**config.mk**
```make
export PLATFORM = sky130hd
export DESIGN_NAME = gpev_top
export DESIGN_NICKNAME = d
export VERILOG_FILES = /design/src/core/gpev_pkg.sv /design/src/core/gpev_in_if.sv /design/src/core/gpev_input_sync.sv /design/src/core/gpev_top.sv
export SDC_FILE = /design/constraint.sdc
export NUM_CORES = 1
export LEC_CHECK = 0
export BUFFER_PORTS_ARGS = -buffer_cell sky130_fd_sc_hd__buf_2
export CAP_MARGIN = 20
export CORE_MARGIN = 2
export CORE_UTILIZATION = 50
export CTS_CLUSTER_DIAMETER = 150
export DETAILED_ROUTE_END_ITERATION = 12
export PLACE_DENSITY = 0.79
export REMOVE_ABC_BUFFERS = 1
export SYNTH_ARGS = -nofsm -noshare
export SYNTH_HDL_FRONTEND = slang
export SYNTH_SLANG_ARGS = --single-unit
```
**constraint.sdc**
```tcl
create_clock -name clock -period 1.57 [get_ports clock]
set_input_delay 0.314 -clock clock [delete_from_list [all_inputs] [get_ports clock]]
set_output_delay 0.314 -clock clock [all_outputs]
set_load 0.005 [all_outputs]
```
**src/core/gpev_pkg.sv**
```systemverilog
// Package for the general-purpose event block: offsets, fields, resets.
// Assumes byte offsets within the function's configuration space.
package gpev_pkg;

  // ----------------------------------------------------------------
  // Register offsets (byte addresses in configuration space)
  // ----------------------------------------------------------------
  localparam logic [7:0] GPEV_PM_DATA_OFS   = 8'ha7;
  localparam logic [7:0] GPEV_STATUS_OFS    = 8'ha8;
  localparam logic [7:0] GPEV_ENABLE_OFS    = 8'haa;
  localparam logic [7:0] GPEV_INPUT_OFS     = 8'hac;

  // ----------------------------------------------------------------
  // Field positions and widths
  // ----------------------------------------------------------------
  localparam int         GPEV_VIDEO_BIT     = 15;
  localparam int         GPEV_POWER_BIT     = 11;
  localparam int         GPEV_HPV_BIT       = 8;
  localparam int         GPEV_IN_W          = 5;
  localparam int         GPEV_VCC_W         = 3;
  localparam int         GPEV_VPP_W         = 2;

  // Implemented status/enable bits; reserved 14:12, 10:9, 7:5 stay zero
  localparam logic [15:0] GPEV_EVENT_MASK   = 16'h891f;
  // Input register: bits 4:0 live, 15:5 zero
  localparam logic [15:0] GPEV_INPUT_MASK   = 16'h001f;

  // ----------------------------------------------------------------
  // Reset and constant values
  // ----------------------------------------------------------------
  localparam logic [7:0]  GPEV_PM_DATA_VAL  = 8'h00;
  localparam logic [15:0] GPEV_STATUS_RST   = 16'h0000;
  localparam logic [15:0] GPEV_ENABLE_RST   = 16'h0000;
  localparam logic [31:0] GPEV_RDATA_RST    = 32'h0000_0000;

  // Programming-supply request code that means 12 V
  localparam logic [1:0]  GPEV_VPP_12V      = 2'h2;

endpackage

```
**src/core/gpev_in_if.sv**
```systemverilog
// Interface carrying synchronised terminal levels and change pulses.
// Assumes both ends run on the same bus clock.
interface gpev_in_if;
  import gpev_pkg::*;

  logic [GPEV_IN_W-1:0] level;
  logic [GPEV_IN_W-1:0] change;

  modport src (output level, output change);
  modport dst (input  level, input  change);
endinterface

```
**src/core/gpev_input_sync.sv**
```systemverilog
// Terminal input synchroniser and change detector for the event block.
// Assumes raw terminal levels arrive asynchronously to clock.
module gpev_input_sync
  import gpev_pkg::*;
(
  input  wire logic                 clock,
  input  wire logic                 rst,
  input  wire logic                 ce,
  input  wire logic [GPEV_IN_W-1:0] pins,
  gpev_in_if.src                    sync_out
);

  logic [GPEV_IN_W-1:0] meta_reg;
  logic [GPEV_IN_W-1:0] s2_reg;
  logic [GPEV_IN_W-1:0] s3_reg;
  logic [GPEV_IN_W-1:0] level_reg;
  logic [GPEV_IN_W-1:0] change_reg;
  logic [3:0]           primed_reg;

  // ----------------------------------------------------------------
  // Three-stage synchroniser
  // ----------------------------------------------------------------
  // First stage feeds only the second, nothing else looks at it
  always_ff @(posedge clock) begin
    if (rst) begin
      meta_reg <= '0;
      s2_reg   <= '0;
      s3_reg   <= '0;
    end else if (ce) begin
      meta_reg <= pins;
      s2_reg   <= meta_reg;
      s3_reg   <= s2_reg;
    end
  end

  // ----------------------------------------------------------------
  // Settled level and change pulse
  // ----------------------------------------------------------------
  // A change counts only once stages two and three agree. Until the
  // stages have refilled with real pin data after reset, agreements load
  // the level silently, so a terminal held high cannot fake an edge.
  // A change inside those first few cycles is lost.
  always_ff @(posedge clock) begin
    if (rst) begin
      level_reg  <= '0;
      change_reg <= '0;
      primed_reg <= '0;
    end else if (ce) begin
      change_reg <= '0;
      for (int i = 0; i < GPEV_IN_W; i++) begin
        if (s2_reg[i] == s3_reg[i]) begin
          level_reg[i]  <= s3_reg[i];
          change_reg[i] <= primed_reg[3] && (s3_reg[i] != level_reg[i]);
        end
      end
      primed_reg <= {primed_reg[2:0], 1'b1};
    end
  end

  assign sync_out.level  = level_reg;
  assign sync_out.change = change_reg;

endmodule

```
**src/core/gpev_top.sv**
```systemverilog
// General-purpose event block: status, enable, input-level and
// power-management data registers in configuration space.
// Assumes single-cycle config read/write strobes on the bus clock and
// socket control values from logic on the same clock.
//
// Contract
// - Power-management data byte always reads zero; writes ignored.
// - Writing one clears a status bit and its event contribution.
// - Status bits set on triggers whatever the enables hold.
// - Status bit 15 sets on any change of video port enable.
// - Status bit 11 sets on any change of card or programming supply.
// - Status bit 8 sets when programming voltage moves to or from 12 V.
// - Status bits 4..0 set on level change of terminals 5,4,2,1,0.
// - Reserved status and enable bits read zero, ignore writes.
// - Event output holds until software clears the causing status bit.
// - Event output only drives when a terminal is set for events.
// - Enable bit 15 lets video port changes raise the event.
// - Enable bit 11 lets socket power changes raise the event.
// - Enable bit 8 lets 12 V request changes raise the event.
// - Enable bits 4..0 raise event only for terminals set as inputs.
// - Input bits 4..0 show current levels of terminals 5,4,2,1,0.
// - Input bits 15..5 always read zero.
module gpev_top
  import gpev_pkg::*;
(
  input  wire logic                  clock,
  input  wire logic                  rst,
  input  wire logic                  ce,
  input  wire logic [7:0]            cfg_addr,
  input  wire logic [3:0]            cfg_be,
  input  wire logic [31:0]           cfg_wdata,
  input  wire logic                  cfg_wr,
  input  wire logic                  cfg_rd,
  output logic      [31:0]           cfg_rdata,
  output logic                       cfg_rvalid,
  input  wire logic [GPEV_IN_W-1:0]  multi_terminal_in,
  input  wire logic [GPEV_IN_W-1:0]  terminal_is_input,
  input  wire logic                  event_terminal_on,
  input  wire logic                  video_port_on,
  input  wire logic [GPEV_VCC_W-1:0] card_supply_req,
  input  wire logic [GPEV_VPP_W-1:0] prog_supply_req,
  output logic                       gp_event_out
);

  // ----------------------------------------------------------------
  // Helpers
  // ----------------------------------------------------------------
  // Dword hit for a byte offset
  function automatic logic dword_hit(input logic [7:0] addr, input logic [7:0] ofs);
    dword_hit = (addr[7:2] == ofs[7:2]);
  endfunction

  // 16-bit half of the write data at a byte offset
  function automatic logic [15:0] half_data(input logic [31:0] d, input logic [7:0] ofs);
    half_data = ofs[1] ? d[31:16] : d[15:0];
  endfunction

  // Byte enables expanded to bit mask for a 16-bit half
  function automatic logic [15:0] half_mask(input logic [3:0] be, input logic [7:0] ofs);
    logic [1:0] b;
    b = ofs[1] ? be[3:2] : be[1:0];
    half_mask = {{8{b[1]}}, {8{b[0]}}};
  endfunction

  // ----------------------------------------------------------------
  // Terminal synchroniser
  // ----------------------------------------------------------------
  gpev_in_if term_sync ();

  gpev_input_sync u_sync (
    .clock    (clock),
    .rst      (rst),
    .ce       (ce),
    .pins     (multi_terminal_in),
    .sync_out (term_sync.src)
  );

  // ----------------------------------------------------------------
  // Socket control change detection
  // ----------------------------------------------------------------
  logic                  video_prev_reg;
  logic [GPEV_VCC_W-1:0] vcc_prev_reg;
  logic [GPEV_VPP_W-1:0] vpp_prev_reg;
  logic                  video_chg;
  logic                  power_chg;
  logic                  hpv_chg;

  // Previous values load from the live controls at reset so that the
  // first cycle after reset raises no false event
  always_ff @(posedge clock) begin
    if (rst) begin
      video_prev_reg <= video_port_on;
      vcc_prev_reg   <= card_supply_req;
      vpp_prev_reg   <= prog_supply_req;
    end else if (ce) begin
      video_prev_reg <= video_port_on;
      vcc_prev_reg   <= card_supply_req;
      vpp_prev_reg   <= prog_supply_req;
    end
  end

  // Either direction counts
  assign video_chg = video_port_on != video_prev_reg;
  assign power_chg = (card_supply_req != vcc_prev_reg) ||
                     (prog_supply_req != vpp_prev_reg);
  assign hpv_chg   = (prog_supply_req == GPEV_VPP_12V) !=
                     (vpp_prev_reg == GPEV_VPP_12V);

  // ----------------------------------------------------------------
  // Event status and enable registers
  // ----------------------------------------------------------------
  logic [15:0] status_reg;
  logic [15:0] status_next;
  logic [15:0] enable_reg;
  logic [15:0] set_vec;
  logic [15:0] clr_vec;
  logic        st_wr;
  logic        en_wr;

  assign st_wr = cfg_wr && dword_hit(cfg_addr, GPEV_STATUS_OFS);
  assign en_wr = cfg_wr && dword_hit(cfg_addr, GPEV_ENABLE_OFS);

  // Trigger vector, independent of the enables
  always_comb begin
    set_vec                          = '0;
    set_vec[GPEV_VIDEO_BIT]          = video_chg;
    set_vec[GPEV_POWER_BIT]          = power_chg;
    set_vec[GPEV_HPV_BIT]            = hpv_chg;
    set_vec[GPEV_IN_W-1:0]           = term_sync.change;
  end

  // Write-one-to-clear, limited by byte enables and implemented bits
  assign clr_vec = st_wr ? (half_data(cfg_wdata, GPEV_STATUS_OFS) &
                            half_mask(cfg_be, GPEV_STATUS_OFS) &
                            GPEV_EVENT_MASK) : 16'h0000;

  // Set applied after clear so a simultaneous event survives
  assign status_next = ((status_reg & ~clr_vec) | set_vec) & GPEV_EVENT_MASK;

  // Status flags
  always_ff @(posedge clock) begin
    if (rst) begin
      status_reg <= GPEV_STATUS_RST;
    end else if (ce) begin
      status_reg <= status_next;
    end
  end

  // Enable bits; reserved positions never take a one
  always_ff @(posedge clock) begin
    if (rst) begin
      enable_reg <= GPEV_ENABLE_RST;
    end else if (ce && en_wr) begin
      enable_reg <= (enable_reg & ~half_mask(cfg_be, GPEV_ENABLE_OFS)) |
                    (half_data(cfg_wdata, GPEV_ENABLE_OFS) &
                     half_mask(cfg_be, GPEV_ENABLE_OFS) & GPEV_EVENT_MASK);
    end
  end

  // ----------------------------------------------------------------
  // Event output
  // ----------------------------------------------------------------
  logic [15:0] gate_vec;
  logic        event_any;

  // Terminal events only count for terminals configured as inputs
  always_comb begin
    gate_vec                = 16'hffff;
    gate_vec[GPEV_IN_W-1:0] = terminal_is_input;
  end

  // Level from pending status: stays up until the flag is cleared
  assign event_any = |(status_next & enable_reg & gate_vec);

  // Registered so the pin comes straight from a flop
  always_ff @(posedge clock) begin
    if (rst) begin
      gp_event_out <= 1'b0;
    end else if (ce) begin
      gp_event_out <= event_terminal_on && event_any;
    end
  end
  // Enables act only on the output, never on the flags, so software
  // can still poll video, power and 12 V request changes while the
  // event output is masked

  // ----------------------------------------------------------------
  // Read path
  // ----------------------------------------------------------------
  logic [31:0] rd_word;

  // Unmapped offsets read zero
  always_comb begin
    rd_word = 32'h0000_0000;
    if (dword_hit(cfg_addr, GPEV_PM_DATA_OFS)) begin
      rd_word[31:24] = GPEV_PM_DATA_VAL;
    end else if (dword_hit(cfg_addr, GPEV_STATUS_OFS)) begin
      rd_word = {enable_reg & GPEV_EVENT_MASK, status_reg & GPEV_EVENT_MASK};
    end else if (dword_hit(cfg_addr, GPEV_INPUT_OFS)) begin
      rd_word[15:0] = {11'h000, term_sync.level} & GPEV_INPUT_MASK;
    end
  end

  // Data one cycle after the strobe, held until the next read
  always_ff @(posedge clock) begin
    if (rst) begin
      cfg_rdata  <= GPEV_RDATA_RST;
      cfg_rvalid <= 1'b0;
    end else if (ce) begin
      cfg_rvalid <= cfg_rd;
      if (cfg_rd) begin
        cfg_rdata <= rd_word;
      end
    end
  end

endmodule

```
==> impl_results.md <==
- RSZ-0062 raised after global routing: false
- Crit Path Category: reg -> reg
- Post-CTS Hold Fix Bufs: 0
- Commonest register cell after synthesis: dfxtp_1
- FP Rows: 28
- CTS Buffer Depth: 2
- Endpoints failing setup: 0
- Critical Path AT: 1.58 ns
- VDD IR max: 0.5357 mV
- Cell area power density: 1004 mW/mm2
- Drt first pass iters: 4
- Cell depth of the worst flop-to-flop path: 5
- Worst-path fanout max: 2
- R2R Path End: gp_event_out
- # fillers: 524
- Via Count: 2634
- Synthesized area per cell: 9.001 um2
- Global Route Usage Sum: 22.82%
- Multi-input logic area: 0.001446 mm2
- Final min period: 1.351 ns
- Async set-or-reset flop fraction in the synthesized netlist: 0%
- CTS tree: done
- Total power: 3.707 mW
- Area Growth Syn to Fin: 20.34%
- Startpoint Class: flip-flop
- Yosys warning total: 0
- Placed Area: 0.003473 mm2
- Remaining antenna violation count: 0
- GP Congestion: 0.8549
- Setup Buffers After CTS: 0
- PortBufs: 65
- Top-Level Pins: 100
- Slew Limit Fails: 0
- Post-synth EDFFs: 6
- Top cell type's share of synthesized area: 41.09%
- CP endpoint kind: flip-flop
- Number of buffers created by CTS: 9
- Min-delay worst type: in -> reg
- Largest area contributor in the netlist: dfxtp_1
- CTS resizes: 0
- Synth top area cells: dfxtp_1 (41%), mux2i_1 (7.2%), edfxtp_1 (5.9%)
- GRT overflow: 0
- Vias in the first global route: 2594
- Net Sw Frac: between 20% and 30%
- Via-to-Cell Ratio: 5.321
- Clock sink count: 69
- Peak Freq: 0.7399 GHz
- Worst setup margin: between 0.2 and 0.25 ns
- Fin nets: 481
- Final cell count without fillers: around 500
- Htree depth: 3
- Initial antenna violation count: 0
- Core area: 0.005921 mm2
- Die ar.: between 0.006 and 0.007 mm2
- Comb power frac: 7.8%
- Leak: 1.643 nW
- Clk_lat worst skew: 0.34 ns
- First-pass GRT wire length: 11590 um
- # diodes: 0
- R2r setup slk: about 0.22 ns
- Cells after Synth: around 340
- Most numerous cell in the Yosys netlist: dfxtp_1
- Register area: 0.001441 mm2
- Seq/Total Area, Yosys: 46.96%
- Die height: 82.35 um
- Routed WL: between 7000 and 8000 um
- Proportion of layout cells with a drive suffix above 1: roughly a quarter
- Root buf cell: clkbuf_8
- Final hold vios: 0
- FF+latch count, synth: 69
- Die Wd: slightly above 80 um
- Distinct cells, synth: 45
- Commonest cells in the netlist: dfxtp_1 (63), nor2_1 (48), a21oi_1 (34)
- Clk slew on worst S/H paths: 0.07 ns
- Setup crit start: vpp_prev_reg[1]
- Fin crit share: around 86%
- Synthesized area: 0.003069 mm2
- WHS: 0.1718 ns
- Routed wire length per instance: 14.65 um
- Effective utilization at floorplan: 51.84%
- Clock power frac: 42.4%
- Placed Cells incl. Taps: 479
- Worst r2r src: vpp_prev_reg[1]
- Critical path endpoint: gp_event_out
- Sw Pwr: 851.7 uW
- CP Data Required Time: 1.80 ns
- Sequential power share: 49.8%
- Largest net degree at the start of global routing: 23
- Initial DRC count: 158
- Place WS: -0.04580 ns
- Max cap viols: 0
- Outcome: completed
- DRC violations left: 0
- Cell area after layout: 0.003694 mm2
- Clk_skew: about 0.008 ns
- Int Power: 2.855 mW
- Post-DP HPWL: 5286 um
metal layers:
metal  up-vias  GRT usage (%)  wire, um  part of all wire (%)
met2       100          37.90      3539                    49
met4         0          14.50       245                   3.4
met5         -              0         0                     0
li1       1296              -         -                     -
met3        20          5.000       489                   6.7
met1      1218          26.53      2978                    41
cell type report:
class / count / area share (%)
multi-input combinational: 245 / 39.16
sequential: 69 / 39.02
timing repair buffer: 81 / 12.40
clock buffer: 13 / 4.878
tap: 75 / 2.541
clock inverter: 3 / 1.084
inverter: 9 / 0.9146
power by group through the flow:
| stage | combinational, mW | clock, mW | sequential [mW] |
|---|---|---|---|
| 2_1_floorplan | 0.118 | 0 | 1.88 |
| 3_3_place_gp | 0.280 | 0 | 1.88 |
| 3_5_place_dp | 0.288 | 0 | 1.89 |
| 4_1_cts | 0.289 | 1.58 | 1.85 |
| 5_1_grt | 0.326 | 1.67 | 1.85 |
| 6_report | 0.290 | 1.57 | 1.85 |
cell usage in the layout, fill, tap and decap left out, drive strengths merged, types with 2 or more instances in the layout:
cell type | Yosys | final
o21ai | 20 | 20
a31oi | 7 | 7
nor4 | 2 | 2
inv | 9 | 9
clkbuf | 9 | 13
mux2i | 22 | 22
dfxtp | 63 | 63
mux2 | 5 | 5
a21oi | 34 | 34
xnor2 | 3 | 3
and2 | 6 | 6
nand2 | 29 | 29
a22oi | 7 | 7
a21o | 2 | 2
xor2 | 4 | 4
and4b | 2 | 2
nand3 | 18 | 18
buf | 24 | 81
nand4 | 2 | 2
clkinv | 0 | 2
nor2b | 3 | 3
o211ai | 2 | 2
nor2 | 48 | 48
conb | 1 | 16
nand3b | 2 | 2
edfxtp | 6 | 6
through the flow:
stage          TNS (ns)  utilization, %
3_3_place_gp   -0.04416           58.66
2_1_floorplan         0               -
6_report              0           62.38
4_1_cts               0           62.38
3_5_place_dp   -0.07114           58.66
5_1_grt               0           62.38
worst max-delay path, cell delays in order (launching register included):
cell      delay (ns)
edfxtp_1        0.40
nor2b_1         0.16
xnor2_1         0.14
o31ai_2         0.25
and4_1          0.22
a31oi_1         0.08
logic make-up (layout without fill, tap and decap cells):
| kind of cell | count (synthesis) | in the layout | synth area share (%) |
|---|---|---|---|
| and+or+nand+nor | 117 | 117 | 18.96 |
| AOI/OAI and AO/OA | 78 | 78 | 15.21 |
| DFF | 69 | 69 | 46.96 |
| buffers and inverters | 42 | 106 | 7.746 |
| muxes | 27 | 27 | 9.009 |
| xor gates and xnor gates | 7 | 7 | 1.998 |
| other | 1 | 16 | 0.1222 |
worst min-delay path by stage:
stage	cells past startpoint	to	from
after detailed placement	2	cfg_rdata[20]	cfg_rdata[20]
final	1	vcc_prev_reg[0]	card_supply_req[0]
after global routing	1	vcc_prev_reg[1]	card_supply_req[1]
after global placement	2	cfg_rdata[24]	cfg_rdata[24]
after floorplan	1	cfg_rdata[11]	rst
after CTS	1	vcc_prev_reg[0]	card_supply_req[0]
No activity file was read; power rests on OpenSTA's default activity.
